$ cat src/rtl/emi_cmd_regs.vh
// register map, command codes and reset values of the setting parser
`ifndef EMI_CMD_REGS_VH
`define EMI_CMD_REGS_VH
`define REG_CHAR 6'h00
`define REG_REPLY 6'h04
`define REG_STATUS 6'h08
`define REG_MARGIN 6'h0C
`define REG_MANFREQ 6'h10
`define REG_ATTEN 6'h14
`define REG_HOLD 6'h18
`define REG_RBWHZ 6'h1C
`define REG_LIMSEL 6'h20
`define REG_LIMFREQ 6'h24
`define REG_LIMLEVEL 6'h28
`define REG_LIMTHR 6'h2C
`define REG_LIMVALID 6'h30
`define REPLY_OK_BIT 4
`define REPLY_NEW_BIT 8
`define RC_UNKNOWN 4'h0
`define RC_LIM 4'h1
`define RC_LIW 4'h2
`define RC_LIE 4'h3
`define RC_LSN 4'h4
`define RC_MAF 4'h5
`define RC_MAN 4'h6
`define RC_MANP 4'h7
`define RC_MAT 4'h8
`define RC_MHT 4'h9
`define RC_RBW 4'hA
`define MN_SET_MARGIN 40'h00004C494D
`define MN_WRITE_LIMIT_POINT 40'h00004C4957
`define MN_NAME_ACTIVATE_LIMIT 40'h00004C4945
`define MN_SELECT_INPUT 40'h00004C534E
`define MN_SET_MANUAL_FREQ 40'h00004D4146
`define MN_ENTER_MANUAL 40'h00004D414E
`define MN_MANUAL_WITH_DEFAULTS 40'h004D414E50
`define MN_SET_ATTENUATOR 40'h00004D4154
`define MN_SET_HOLD_TIME 40'h00004D4854
`define MN_SET_RES_BANDWIDTH 40'h0000524257
`define MARGIN_MIN (-36'sh14)
`define MARGIN_MAX 36'sh14
`define LIM_IDX_MAX 36'sh00F
`define INPUT_MAX 36'sh2
`define RBW_IDX_MAX 36'shA
`define U32_MAX 36'sh0FFFFFFFF
`define LEVEL_MIN (-36'sh8000)
`define LEVEL_MAX 36'sh7FFF
`define DEF_MIN_ATT 8'h0A
`define DEF_HOLD_MS 32'h000003E8
`define RST_ATTEN 8'h00
`define RST_MAN_FREQ 32'h00000000
`define RST_RBW_HZ 32'h00000000
`define RBW_HZ_1 32'h000493E0
`define RBW_HZ_2 32'h000186A0
`define RBW_HZ_3 32'h00007530
`define RBW_HZ_4 32'h00002710
`define RBW_HZ_5 32'h00000BB8
`define RBW_HZ_6 32'h00002328
`define RBW_HZ_7 32'h000000C8
`define RBW_HZ_8 32'h000003E8
`define RBW_HZ_9 32'h000F4240
`define RBW_HZ_10 32'h0001D4C0
`define CH_HASH 8'h23
`define CH_STAR 8'h2A
`define CH_SPACE 8'h20
`define CH_MINUS 8'h2D
`define CH_PLUS 8'h2B
`define CH_COMMA 8'h2C
`define CH_SEMI 8'h3B
`define CH_ZERO 8'h30
`define CH_NINE 8'h39
`define CH_UP_A 8'h41
`define CH_UP_Z 8'h5A
`define CH_UP_E 8'h45
`define CH_UP_S 8'h53
`endif

$ cat src/rtl/receiver_setting_command_parser.v
// text setting command parser behind an avalon-mm slave
`timescale 1ns/10ps
`include "emi_cmd_regs.vh"
// Notes on behaviour
// - margin command takes -20..20 and stores it as smart margin in dB.
// - smart threshold sits margin dB below the level of the selected limit point.
// - limit point write carries index 0..15, frequency in Hz, level.
// - writing a point clears all stored points with higher index.
// - input select 0 is N connector, 1 line one, 2 line two.
// - input select above 2 is ignored with an error reply.
// - manual frequency sets tuning frequency and enters manual mode.
// - plain manual command always granted, enters manual mode.
// - manual with defaults enters manual mode and loads default settings.
// - attenuator 0..max sets value, disables auto, enters manual mode.
// - negative attenuator argument enables automatic attenuation.
// - hold time command sets hold in ms and enters manual mode.
// - bandwidth index 1..10 decodes to the listed bandwidths.
// - bandwidth index 0 is automatic; valid nonzero index disables it.
// - every command answered with its code plus ok or error.
// - name-and-activate checks point coherence before activating.
// - name-and-activate without a name deactivates the limit.
module receiver_setting_command_parser #(
   parameter NUM_W = 36,
   parameter [7:0] ATT_MAX = 8'h23,
   parameter [2:0] RBW_OPT_EN = 3'h7
) (
   input wire mclk,
   input wire srst,
   input wire [5:0] address,
   input wire read,
   input wire write,
   input wire [31:0] writedata,
   input wire [3:0] byteenable,
   output wire [31:0] readdata,
   output wire waitrequest,
   output wire manualMode,
   output wire [1:0] inputSel,
   output wire [7:0] marginDb,
   output wire [31:0] manualFreqHz,
   output wire [7:0] attenDb,
   output wire autoAtten,
   output wire [7:0] minAttenDb,
   output wire [31:0] holdTimeMs,
   output wire [3:0] rbwIndex,
   output wire autoRbw,
   output wire [31:0] rbwHz,
   output wire preselectorOn,
   output wire preampOn,
   output wire pulseLimiterOn,
   output wire trackingGenOn,
   output wire limitActive
);
   localparam [2:0] ST_IDLE = 3'h0;
   localparam [2:0] ST_MNEM = 3'h1;
   localparam [2:0] ST_ARGS = 3'h2;
   localparam [2:0] ST_WAIT = 3'h3;
   localparam [2:0] ST_EXEC = 3'h4;

   reg [2:0] state_q;
   reg waitReq_q;
   reg [31:0] readdata_q;
   reg [39:0] mnem_q;
   reg [2:0] mlen_q;
   reg sSeen_q, bad_q, hasDig_q, expMode_q, nameSeen_q, sepStar_q;
   reg [1:0] nf_q;
   reg signed [NUM_W-1:0] fld0_q, fld1_q, fld2_q;
   reg [3:0] replyCode_q;
   reg replyOk_q, replyNew_q;
   reg manual_q, autoAtt_q, autoRbw_q, presel_q, preamp_q, pulseLim_q;
   reg trackGen_q, limAct_q;
   reg [1:0] inputSel_q;
   reg [7:0] margin_q, atten_q, min_attenuation_q;
   reg [31:0] manFreq_q, hold_q, rbwHz_q;
   reg [3:0] rbwIdx_q, limSel_q;
   reg [15:0] limValid_q;
   reg [31:0] limFreq_q [0:15];
   reg [15:0] limLevel_q [0:15];
   reg [31:0] rdMux;

   // one-cycle answer, stretched while the parser digests a command
   wire busy = (state_q == ST_WAIT) || (state_q == ST_EXEC);
   wire take = (read || write) && waitReq_q && !busy;
   wire commitWr = write && !waitReq_q;
   wire commitRd = read && !waitReq_q;
   wire [7:0] ch = writedata[7:0];
   wire charStb = commitWr && (address == `REG_CHAR) && byteenable[0];
   wire [7:0] up = ch & 8'hDF;
   wire isDigit = (ch >= `CH_ZERO) && (ch <= `CH_NINE);
   wire isLetter = (up >= `CH_UP_A) && (up <= `CH_UP_Z);
   wire isSep = (ch == `CH_COMMA) || (ch == `CH_SEMI) || (ch == `CH_STAR);
   wire isLie = (mnem_q == `MN_NAME_ACTIVATE_LIMIT);
   wire inArgs = (state_q == ST_ARGS) && !isLie;
   wire mnemToArg = (state_q == ST_MNEM) && (isDigit || ch == `CH_MINUS);
   wire argChar = charStb && (inArgs || mnemToArg);
   wire signed [NUM_W-1:0] accValue;
   wire accBusy, accOvf;
   wire accDig = argChar && isDigit && !expMode_q;
   wire accExp = argChar && isDigit && expMode_q;
   wire accNeg = argChar && (ch == `CH_MINUS) && !hasDig_q && !expMode_q;
   wire accStart = charStb && inArgs && isSep && hasDig_q;
   wire accClr = (charStb && ch == `CH_HASH)
                 || ((state_q == ST_WAIT) && !accBusy && !accStart);
   wire oneArg = !bad_q && (nf_q == 2'h1);
   wire f0Pos = (fld0_q >= 0);

   num_field_acc #(.W(NUM_W)) acc (
      .mclk(mclk),
      .srst(srst),
      .clear(accClr),
      .digitStb(accDig),
      .expStb(accExp),
      .negStb(accNeg),
      .digit(ch[3:0]),
      .start(accStart),
      .value(accValue),
      .busy(accBusy),
      .overflow(accOvf)
   );

   // points must start at index 0, be contiguous, and never fall in frequency
   wire [14:0] pairOk;
   wire [15:0] nextValid;
   genvar i;
   generate
      for (i = 0; i < 16; i = i + 1) begin : g_pt
         if (i < 15) begin : g_pair
            assign pairOk[i] = !limValid_q[i+1] || (limValid_q[i] &&
               (limFreq_q[i+1] >= limFreq_q[i]));
         end
         assign nextValid[i] = (i < fld0_q[3:0]) ? limValid_q[i]
                               : (i == fld0_q[3:0]);
      end
   endgenerate
   wire coherent = limValid_q[0] && (&pairOk);

   wire liwOk = !bad_q && (nf_q == 2'h3) && f0Pos
                && (fld0_q <= `LIM_IDX_MAX) && (fld1_q >= 0)
                && (fld1_q <= `U32_MAX) && (fld2_q >= `LEVEL_MIN)
                && (fld2_q <= `LEVEL_MAX);
   wire u32Ok = oneArg && f0Pos && (fld0_q <= `U32_MAX);
   wire rbwOpt = (fld0_q[3:0] == 4'h7) ? RBW_OPT_EN[0]
                 : (fld0_q[3:0] == 4'h8) ? RBW_OPT_EN[1]
                 : (fld0_q[3:0] == 4'h9) ? RBW_OPT_EN[2] : 1'b1;
   wire [16:0] thr = {limLevel_q[limSel_q][15], limLevel_q[limSel_q]}
                     - {{9{margin_q[7]}}, margin_q};

   function [31:0] rbwDecode;
      input [3:0] idx;
      begin
         case (idx)
            4'h1: rbwDecode = `RBW_HZ_1;
            4'h2: rbwDecode = `RBW_HZ_2;
            4'h3: rbwDecode = `RBW_HZ_3;
            4'h4: rbwDecode = `RBW_HZ_4;
            4'h5: rbwDecode = `RBW_HZ_5;
            4'h6: rbwDecode = `RBW_HZ_6;
            4'h7: rbwDecode = `RBW_HZ_7;
            4'h8: rbwDecode = `RBW_HZ_8;
            4'h9: rbwDecode = `RBW_HZ_9;
            4'hA: rbwDecode = `RBW_HZ_10;
            default: rbwDecode = `RST_RBW_HZ;
         endcase
      end
   endfunction

   always @* begin
      case (address)
         `REG_REPLY: rdMux = {23'h000000, replyNew_q, 3'h0, replyOk_q,
                              replyCode_q};
         `REG_STATUS: rdMux = {17'h00000, busy, rbwIdx_q, limAct_q,
                               trackGen_q, pulseLim_q, preamp_q, presel_q,
                               autoRbw_q, autoAtt_q, inputSel_q, manual_q};
         `REG_MARGIN: rdMux = {{24{margin_q[7]}}, margin_q};
         `REG_MANFREQ: rdMux = manFreq_q;
         `REG_ATTEN: rdMux = {16'h0000, min_attenuation_q, atten_q};
         `REG_HOLD: rdMux = hold_q;
         `REG_RBWHZ: rdMux = rbwHz_q;
         `REG_LIMSEL: rdMux = {28'h0000000, limSel_q};
         `REG_LIMFREQ: rdMux = limFreq_q[limSel_q];
         `REG_LIMLEVEL: rdMux = {{16{limLevel_q[limSel_q][15]}},
                                 limLevel_q[limSel_q]};
         `REG_LIMTHR: rdMux = {{15{thr[16]}}, thr};
         `REG_LIMVALID: rdMux = {16'h0000, limValid_q};
         default: rdMux = 32'h00000000;
      endcase
   end

   always @(posedge mclk) begin
      if (srst) begin
         waitReq_q <= 1'b1;
         readdata_q <= 32'h00000000;
         limSel_q <= 4'h0;
      end else begin
         waitReq_q <= !take;
         if (take) readdata_q <= rdMux;
         if (commitWr && address == `REG_LIMSEL && byteenable[0])
            limSel_q <= writedata[3:0];
      end
   end

   always @(posedge mclk) begin
      if (srst) begin
         state_q <= ST_IDLE;
         mnem_q <= 40'h0000000000;
         mlen_q <= 3'h0;
         {sSeen_q, bad_q, hasDig_q, expMode_q, nameSeen_q} <= 5'h00;
         sepStar_q <= 1'b0;
         nf_q <= 2'h0;
         fld0_q <= {NUM_W{1'b0}};
         fld1_q <= {NUM_W{1'b0}};
         fld2_q <= {NUM_W{1'b0}};
      end else begin
         if (charStb && ch == `CH_HASH) begin
            state_q <= ST_MNEM;
            mnem_q <= 40'h0000000000;
            mlen_q <= 3'h0;
            {sSeen_q, bad_q, hasDig_q, expMode_q, nameSeen_q} <= 5'h00;
            nf_q <= 2'h0;
         end else begin
            case (state_q)
               ST_IDLE: state_q <= ST_IDLE;
               ST_MNEM: if (charStb) begin
                  if (isLetter && !sSeen_q) begin
                     sSeen_q <= 1'b1;
                     if (up != `CH_UP_S) bad_q <= 1'b1;
                  end else if (isLetter) begin
                     mnem_q <= {mnem_q[31:0], up};
                     mlen_q <= mlen_q + 3'h1;
                     if (mlen_q == 3'h5) bad_q <= 1'b1;
                  end else if (ch == `CH_STAR) begin
                     state_q <= ST_EXEC;
                  end else if (mnemToArg) begin
                     state_q <= ST_ARGS;
                     hasDig_q <= isDigit;
                  end else if (ch == `CH_SPACE) begin
                     if (mlen_q >= 3'h3) state_q <= ST_ARGS;
                  end else begin
                     bad_q <= 1'b1;
                  end
               end
               ST_ARGS: if (charStb) begin
                  if (isLie) begin
                     if (ch == `CH_STAR) state_q <= ST_EXEC;
                     else if (ch != `CH_SPACE) nameSeen_q <= 1'b1;
                  end else if (isDigit) begin
                     hasDig_q <= 1'b1;
                  end else if (ch == `CH_MINUS) begin
                     if (hasDig_q || expMode_q) bad_q <= 1'b1;
                  end else if (up == `CH_UP_E) begin
                     if (!hasDig_q || expMode_q) bad_q <= 1'b1;
                     expMode_q <= 1'b1;
                  end else if (isSep) begin
                     sepStar_q <= (ch == `CH_STAR);
                     if (hasDig_q) state_q <= ST_WAIT;
                     else if (ch == `CH_STAR) state_q <= ST_EXEC;
                     if (!hasDig_q && (ch != `CH_STAR || nf_q != 2'h0))
                        bad_q <= 1'b1;
                  end else if (ch != `CH_SPACE && ch != `CH_PLUS) begin
                     bad_q <= 1'b1;
                  end
               end
               ST_WAIT: if (!accBusy && !accStart) begin
                  case (nf_q)
                     2'h0: fld0_q <= accValue;
                     2'h1: fld1_q <= accValue;
                     2'h2: fld2_q <= accValue;
                     default: bad_q <= 1'b1;
                  endcase
                  if (accOvf) bad_q <= 1'b1;
                  if (nf_q != 2'h3) nf_q <= nf_q + 2'h1;
                  hasDig_q <= 1'b0;
                  expMode_q <= 1'b0;
                  state_q <= sepStar_q ? ST_EXEC : ST_ARGS;
               end
               ST_EXEC: state_q <= ST_IDLE;
               default: state_q <= ST_IDLE;
            endcase
         end
      end
   end

   // settings change only on a granted command; all else keeps them
   always @(posedge mclk) begin
      if (srst) begin
         replyCode_q <= `RC_UNKNOWN;
         replyOk_q <= 1'b0;
         replyNew_q <= 1'b0;
         manual_q <= 1'b0;
         inputSel_q <= 2'h0;
         margin_q <= 8'h00;
         manFreq_q <= `RST_MAN_FREQ;
         atten_q <= `RST_ATTEN;
         autoAtt_q <= 1'b1;
         min_attenuation_q <= `DEF_MIN_ATT;
         hold_q <= `DEF_HOLD_MS;
         rbwIdx_q <= 4'h0;
         autoRbw_q <= 1'b1;
         rbwHz_q <= `RST_RBW_HZ;
         {presel_q, preamp_q, pulseLim_q, trackGen_q} <= 4'h8;
         limAct_q <= 1'b0;
         limValid_q <= 16'h0000;
      end else begin
         if (commitRd && address == `REG_REPLY) replyNew_q <= 1'b0;
         if (state_q == ST_EXEC) begin
            replyNew_q <= 1'b1;
            replyOk_q <= 1'b0;
            case (mnem_q)
               `MN_SET_MARGIN: begin
                  replyCode_q <= `RC_LIM;
                  if (oneArg && fld0_q >= `MARGIN_MIN
                      && fld0_q <= `MARGIN_MAX) begin
                     margin_q <= fld0_q[7:0];
                     replyOk_q <= 1'b1;
                  end
               end
               `MN_WRITE_LIMIT_POINT: begin
                  replyCode_q <= `RC_LIW;
                  if (liwOk) begin
                     limFreq_q[fld0_q[3:0]] <= fld1_q[31:0];
                     limLevel_q[fld0_q[3:0]] <= fld2_q[15:0];
                     limValid_q <= nextValid;
                     replyOk_q <= 1'b1;
                  end
               end
               `MN_NAME_ACTIVATE_LIMIT: begin
                  replyCode_q <= `RC_LIE;
                  if (!nameSeen_q) begin
                     limAct_q <= 1'b0;
                     replyOk_q <= 1'b1;
                  end else if (coherent) begin
                     limAct_q <= 1'b1;
                     replyOk_q <= 1'b1;
                  end
               end
               `MN_SELECT_INPUT: begin
                  replyCode_q <= `RC_LSN;
                  if (oneArg && f0Pos && fld0_q <= `INPUT_MAX) begin
                     inputSel_q <= fld0_q[1:0];
                     replyOk_q <= 1'b1;
                  end
               end
               `MN_SET_MANUAL_FREQ: begin
                  replyCode_q <= `RC_MAF;
                  if (u32Ok) begin
                     manFreq_q <= fld0_q[31:0];
                     manual_q <= 1'b1;
                     replyOk_q <= 1'b1;
                  end
               end
               `MN_ENTER_MANUAL: begin
                  replyCode_q <= `RC_MAN;
                  manual_q <= 1'b1;
                  replyOk_q <= 1'b1;
               end
               `MN_MANUAL_WITH_DEFAULTS: begin
                  replyCode_q <= `RC_MANP;
                  manual_q <= 1'b1;
                  replyOk_q <= 1'b1;
                  autoRbw_q <= 1'b1;
                  autoAtt_q <= 1'b1;
                  min_attenuation_q <= `DEF_MIN_ATT;
                  hold_q <= `DEF_HOLD_MS;
                  {presel_q, preamp_q, pulseLim_q, trackGen_q} <= 4'h8;
               end
               `MN_SET_ATTENUATOR: begin
                  replyCode_q <= `RC_MAT;
                  if (oneArg && !f0Pos) begin
                     autoAtt_q <= 1'b1;
                     manual_q <= 1'b1;
                     replyOk_q <= 1'b1;
                  end else if (oneArg && fld0_q <=
                               $signed({28'h0000000, ATT_MAX})) begin
                     atten_q <= fld0_q[7:0];
                     autoAtt_q <= 1'b0;
                     manual_q <= 1'b1;
                     replyOk_q <= 1'b1;
                  end
               end
               `MN_SET_HOLD_TIME: begin
                  replyCode_q <= `RC_MHT;
                  if (u32Ok) begin
                     hold_q <= fld0_q[31:0];
                     manual_q <= 1'b1;
                     replyOk_q <= 1'b1;
                  end
               end
               `MN_SET_RES_BANDWIDTH: begin
                  replyCode_q <= `RC_RBW;
                  if (oneArg && fld0_q == 0) begin
                     autoRbw_q <= 1'b1;
                     replyOk_q <= 1'b1;
                  end else if (oneArg && f0Pos && rbwOpt
                               && fld0_q <= `RBW_IDX_MAX) begin
                     rbwIdx_q <= fld0_q[3:0];
                     rbwHz_q <= rbwDecode(fld0_q[3:0]);
                     autoRbw_q <= 1'b0;
                     replyOk_q <= 1'b1;
                  end
               end
               default: replyCode_q <= `RC_UNKNOWN;
            endcase
         end
      end
   end

   assign readdata = readdata_q;
   assign waitrequest = waitReq_q;
   assign manualMode = manual_q;
   assign inputSel = inputSel_q;
   assign marginDb = margin_q;
   assign manualFreqHz = manFreq_q;
   assign attenDb = atten_q;
   assign autoAtten = autoAtt_q;
   assign minAttenDb = min_attenuation_q;
   assign holdTimeMs = hold_q;
   assign rbwIndex = rbwIdx_q;
   assign autoRbw = autoRbw_q;
   assign rbwHz = rbwHz_q;
   assign preselectorOn = presel_q;
   assign preampOn = preamp_q;
   assign pulseLimiterOn = pulseLim_q;
   assign trackingGenOn = trackGen_q;
   assign limitActive = limAct_q;
endmodule // receiver_setting_command_parser

$ cat src/rtl/num_field_acc.v
// decimal argument accumulator with exponent scaling
`timescale 1ns/10ps
module num_field_acc #(
   parameter W = 36
) (
   input wire mclk,
   input wire srst,
   input wire clear,
   input wire digitStb,
   input wire expStb,
   input wire negStb,
   input wire [3:0] digit,
   input wire start,
   output wire signed [W-1:0] value,
   output wire busy,
   output wire overflow
);
   reg [W-1:0] mant_q;
   reg [4:0] exp_q;
   reg neg_q;
   reg busy_q;
   reg ovf_q;
   wire [W+3:0] mulTen = {1'b0, mant_q, 3'b000} + {3'b000, mant_q, 1'b0};
   wire [W+3:0] digSum = mulTen + {{W{1'b0}}, digit};
   wire [7:0] expTen = {exp_q, 3'b000} + {2'b00, exp_q, 1'b0};
   wire [7:0] expSum = expTen + {4'h0, digit};

   // top bit kept free so the negated value never wraps
   always @(posedge mclk) begin
      if (srst || clear) begin
         mant_q <= {W{1'b0}};
         exp_q <= 5'h00;
         neg_q <= 1'b0;
         busy_q <= 1'b0;
         ovf_q <= 1'b0;
      end else begin
         if (digitStb) begin
            mant_q <= digSum[W-1:0];
            if (|digSum[W+3:W-1]) ovf_q <= 1'b1;
         end
         if (expStb) begin
            exp_q <= expSum[4:0];
            if (|expSum[7:5]) ovf_q <= 1'b1;
         end
         if (negStb) neg_q <= 1'b1;
         if (start) busy_q <= 1'b1;
         else if (busy_q) begin
            if (exp_q != 5'h00) begin
               mant_q <= mulTen[W-1:0];
               exp_q <= exp_q - 5'h01;
               if (|mulTen[W+3:W-1]) ovf_q <= 1'b1;
            end else begin
               busy_q <= 1'b0;
            end
         end
      end
   end

   assign value = neg_q ? $signed(~mant_q + {{(W-1){1'b0}}, 1'b1})
                        : $signed(mant_q);
   assign busy = busy_q;
   assign overflow = ovf_q;
endmodule // num_field_acc

$ cat config.mk
export PLATFORM = sky130hd
export DESIGN_NAME = receiver_setting_command_parser
export DESIGN_NICKNAME = d
export VERILOG_FILES = /design/src/rtl/receiver_setting_command_parser.v /design/src/rtl/num_field_acc.v
export VERILOG_INCLUDE_DIRS = /design/src /design/src/rtl
export SDC_FILE = /design/constraint.sdc
export NUM_CORES = 2
export LEC_CHECK = 0
export BUFFER_PORTS_ARGS = -buffer_cell sky130_fd_sc_hd__buf_2
export CAP_MARGIN = 20
export CORE_ASPECT_RATIO = 1.75
export CORE_MARGIN = 5
export CORE_UTILIZATION = 30
export DETAILED_ROUTE_END_ITERATION = 10
export PLACE_DENSITY = 0.45
export SLEW_MARGIN = 20
export SYNTH_ARGS = -nofsm -noshare
export SYNTH_HDL_FRONTEND = slang
export SYNTH_SLANG_ARGS = --single-unit
$ cat constraint.sdc
create_clock -name mclk -period 13.78 [get_ports mclk]
set_input_delay 1.378 -clock mclk [delete_from_list [all_inputs] [get_ports mclk]]
set_output_delay 1.378 -clock mclk [all_outputs]
set_load 0.03 [all_outputs]
==> tab_implementation.tex <==
\begin{tabular}{lr}
\hline
Metric & Value \\
\hline
\multicolumn{2}{l}{\textbf{Floorplan}} \\
\quad Die area & approximately 210000 sq um \\
\quad X dimension of the die & approximately 350 um \\
\quad Core Footprint & roughly 200000 sq um \\
\quad Chip Height & around 600 um \\
\quad Site row count & around 220 \\
\quad Number of placed I/O pins & $\sim$210 \\
\quad Initial cell density of the core & 30.1\% \\
\multicolumn{2}{l}{\textbf{Routing}} \\
\quad WL per Instance & around 27 um \\
\quad Vias/cell & between 5 and 6 \\
\quad 1st-iter DRT viols & $\sim$2800 \\
\quad Post-detailed-route DRC marker count & 0 \\
\quad First drt pass iteration count & 8 \\
\quad Via count & 43651 \\
\quad Count of antenna-violating nets left after detailed routing & 0 \\
\quad DRT Wirelength & $\sim$220000 um \\
\multicolumn{2}{l}{\textbf{Setup path}} \\
\quad Startpoint-to-endpoint class of the critical path & register to register \\
\quad Largest stage delay on the critical path & 0.90 ns \\
\quad CP Depth & 10 \\
\quad Worst-path cell with the longest stage delay & sky130\_fd\_sc\_hd\_\_nor4\_1 \\
\quad CP Data Arrival Time & approximately 7.2 ns \\
\quad CP cell instances & buf\_4 > nor4\_2 > nand4\_1 > nor4\_1 > nor4bb\_1 > nand2\_1 > nor2\_1 > nand2\_1 > nor2\_4 > buf\_4 \\
\quad Category of the worst setup path capture point & register \\
\quad Number of buffers and inverters on the critical path & 2 \\
\quad Critical-path maximum fanout & 32 \\
\quad WP data required & 14.12 ns \\
\quad Reg2Reg Depth & 10 \\
\quad Kind of start point of the critical path & register \\
\quad Dominant delay contributor by cell family on the critical path & simple AND/OR/NAND/NOR gates \\
\multicolumn{2}{l}{\textbf{Clocking}} \\
\quad Inserted Clock Buffers & about 110 \\
\quad TritonCTS clock tree & done \\
\quad Post-CTS Setup Repair Bufs & 0 \\
\quad Clock insertion delay at the later pin of the skew report & roughly 0.74 ns \\
\quad Count of cells resized by post-cts repair & 0 \\
\quad Number of buffers on the longest clock path & 3 \\
\quad Root buffer cell & sky130\_fd\_sc\_hd\_\_clkbuf\_16 \\
\quad TritonCTS Sinks & between 1000 and 1500 \\
\quad Maximum level of the CTS H-tree & 3 \\
\quad Total of hold buffers inserted after clock tree synthesis & 0 \\
\quad CTS clk-pin slew, worst paths & 0.07 ns \\
\multicolumn{2}{l}{\textbf{Synthesis}} \\
\quad Number of unique standard cell types used by synthesis & 87 \\
\quad Number of enable flip-flop cells after synthesis & approximately 770 \\
\quad Async S/R FF share, synth & 0\% \\
\quad Synthesized flop and latch total & around 1100 \\
\quad Seq/Total Area, Yosys & between 40\% and 50\% \\
\quad Ys flop type & sky130\_fd\_sc\_hd\_\_edfxtp\_1 \\
\quad Total number of yosys warnings & 0 \\
\quad Per-instance average area after synthesis & 11.3 sq um \\
\quad Post-synthesis cell count & 5405 \\
\quad Post-synthesis instance area & around 61000 sq um \\
\multicolumn{2}{l}{\textbf{Timing}} \\
\quad Post-route setup TNS & 0 ns \\
\quad Fin. Hold Viols & 0 \\
\quad Max Clock Skew & approximately 0.048 ns \\
\quad Worst slack on hold paths & 0.457 ns \\
\quad Final worst-path cycle share & around 50\% \\
\quad RSZ-0062 raised after global routing & no \\
\quad Shortest period the worst path allows & 6.86 ns \\
\quad Final number of max-transition violations & 0 \\
\quad Highest clock rate & $\sim$0.15 GHz \\
\quad Worst relative slew slack & around 15\% \\
\quad Pin slew with the least headroom to its limit & 1.26 ns \\
\quad Finish-stage setup viols & 0 \\
\multicolumn{2}{l}{\textbf{Global route}} \\
\quad Total routing usage reported by global routing & about a fifth \\
\quad Maximum number of pins on one net before global-route repair & 93 \\
\quad Number of global-route vias before repair & about 45000 \\
\quad Initial antenna violation count & 11 \\
\quad GRT Residual Overflow & 0 \\
\quad First-pass GRT wire length & 315000 um \\
\multicolumn{2}{l}{\textbf{Status}} \\
\quad Run status & finished clean \\
\multicolumn{2}{l}{\textbf{Layout}} \\
\quad Most common library cell in the layout ignoring fill and taps & sky130\_fd\_sc\_hd\_\_edfxtp\_1 \\
\quad Fraction of final layout cells with drive strength greater than 1 & about an eighth \\
\quad Most used cells in the layout excluding fill and tap cells & sky130\_fd\_sc\_hd\_\_edfxtp\_1, sky130\_fd\_sc\_hd\_\_ha\_1, sky130\_fd\_sc\_hd\_\_inv\_1, sky130\_fd\_sc\_hd\_\_nor2\_1, sky130\_fd\_sc\_hd\_\_dfxtp\_1 \\
\quad Final net count & between 6000 and 7000 \\
\quad Area growth from synthesis to final layout & 12.0\% \\
\multicolumn{2}{l}{\textbf{Placed design}} \\
\quad Final weighted congestion in routability-driven placement & about 0.94 \\
\quad Number of buffers added on ports & about 160 \\
\quad Detail Placement HPWL & 166000 um \\
\multicolumn{2}{l}{\textbf{Hold path}} \\
\quad Type of the worst min-delay path & register to register \\
\quad Cell depth of the worst min-delay path & 2 \\
\multicolumn{2}{l}{\textbf{Power and ir drop}} \\
\quad Post-layout power & 6.72 mW \\
\quad Total power divided by cell area & $\sim$98 nW/um\^{}2 \\
\quad Reported leakage power & between 20 and 30 nW \\
\quad Worst-case vdd ir drop & 89.5 uV \\
\multicolumn{2}{l}{\textbf{Flow run}} \\
\quad Reported max-cap violation count & 0 \\
\hline
\end{tabular}
==> metal layers <==
metal	global-route usage [%]	part of all wire [%]	vias to the layer above
li1	-	-	20214
met1	21.1	36	21959
met2	38.9	54	1076
met3	2.83	4.1	400
met4	10.2	6.0	2
met5	0	0.0032	-
==> sequential cells by signal (all words and copies together), names as in the netlist, 2 cells and up, named ones only <==
| name | cells |
|---|---|
| acc.exp_q | 5 |
| acc.mant_q | 36 |
| attenDb | 8 |
| fld0_q | 36 |
| fld1_q | 36 |
| fld2_q | 36 |
| holdTimeMs | 32 |
| inputSel | 2 |
| limFreq_q | 512 |
| limLevel_q | 256 |
| limSel_q | 4 |
| limValid_q | 16 |
| manualFreqHz | 32 |
| marginDb | 8 |
| mlen_q | 3 |
| mnem_q | 35 |
| nf_q | 2 |
| rbwHz | 16 |
| rbwIndex | 4 |
| readdata | 32 |
| replyCode_q | 4 |
| state_q | 3 |
==> area by class of cell <==
class                      instances  area, sq um
tap                             2652         3320
clock inverter                    62          588
clock buffer                     136         2890
multi-input combinational       3500        28000
fill                           20475       135000
timing repair buffer             223         1300
antenna                            8         20.0
inverter                         543         2040
sequential                      1138        30500
==> logic make-up after synthesis <==
logic type / after synthesis / synth area share [%]
adders and majority gates: 561 / 11.5
and+or+nand+nor: 1473 / 11.5
muxes: 285 / 9.56
xor gates and xnor gates: 82 / 1.17
buffers and inverters: 792 / 5.09
AOI/OAI and AO/OA: 1072 / 11.5
other: 2 / 0.0123
DFF: 1138 / 49.7
==> synthesized netlist by cell type (all sizes together) (20+ instances only) <==
library cell | n | area [sq um]
a211oi | 68 | 510
a21o | 178 | 1340
a21oi | 344 | 1720
a221oi | 26 | 228
a222oi | 32 | 320
a22oi | 55 | 413
a31oi | 20 | 125
and2 | 27 | 171
buf | 81 | 450
clkbuf | 168 | 631
dfxtp | 370 | 7410
edfxtp | 768 | 23100
ha | 556 | 6960
inv | 541 | 2030
mux2i | 40 | 400
mux4 | 240 | 5410
nand2 | 361 | 1360
nand2b | 59 | 377
nand3 | 61 | 305
nand4 | 112 | 701
nor2 | 479 | 1810
nor2b | 51 | 319
nor3 | 161 | 806
nor4 | 32 | 200
o21ai | 163 | 816
o31ai | 22 | 165
or3 | 27 | 184
xnor2 | 57 | 499
xor2 | 25 | 219
==> power breakdown <==
part           switching (mW)  leakage (nW)  internal [mW]
Combinational          0.0665          17.0         0.0153
Sequential            0.00371          9.60           3.60
Clock                    1.38          1.69           1.66
==> metrics by stage <==
stage	util [%]	instance area [sq um]	setup slack (ns)	std cells
3_3_place_gp	32.0	65100	6.94	8056
6_report	33.8	68600	6.92	8262
2_1_floorplan	-	61400	7.86	5430
5_1_grt	33.8	68600	6.73	8260
4_1_cts	33.7	68600	6.90	8254
3_5_place_dp	32.0	65100	6.92	8056
==> worst paths after layout <==
path	startpoint	to	slack (ns)
min reg2reg	mnem_q[33]	mnem_q[33]	0.46
max	fld0_q[35]	limFreq_q[0][18]	6.92
min	mnem_q[33]	mnem_q[33]	0.46
max reg2reg	fld0_q[35]	limFreq_q[0][18]	6.92
==> worst min-delay path: stages (launching register included) <==
cell                      delay [ns]
sky130_fd_sc_hd__dfxtp_1        0.31
sky130_fd_sc_hd__nand2_1        0.05
sky130_fd_sc_hd__a21oi_1        0.05
(Power assumes the default switching activity.)
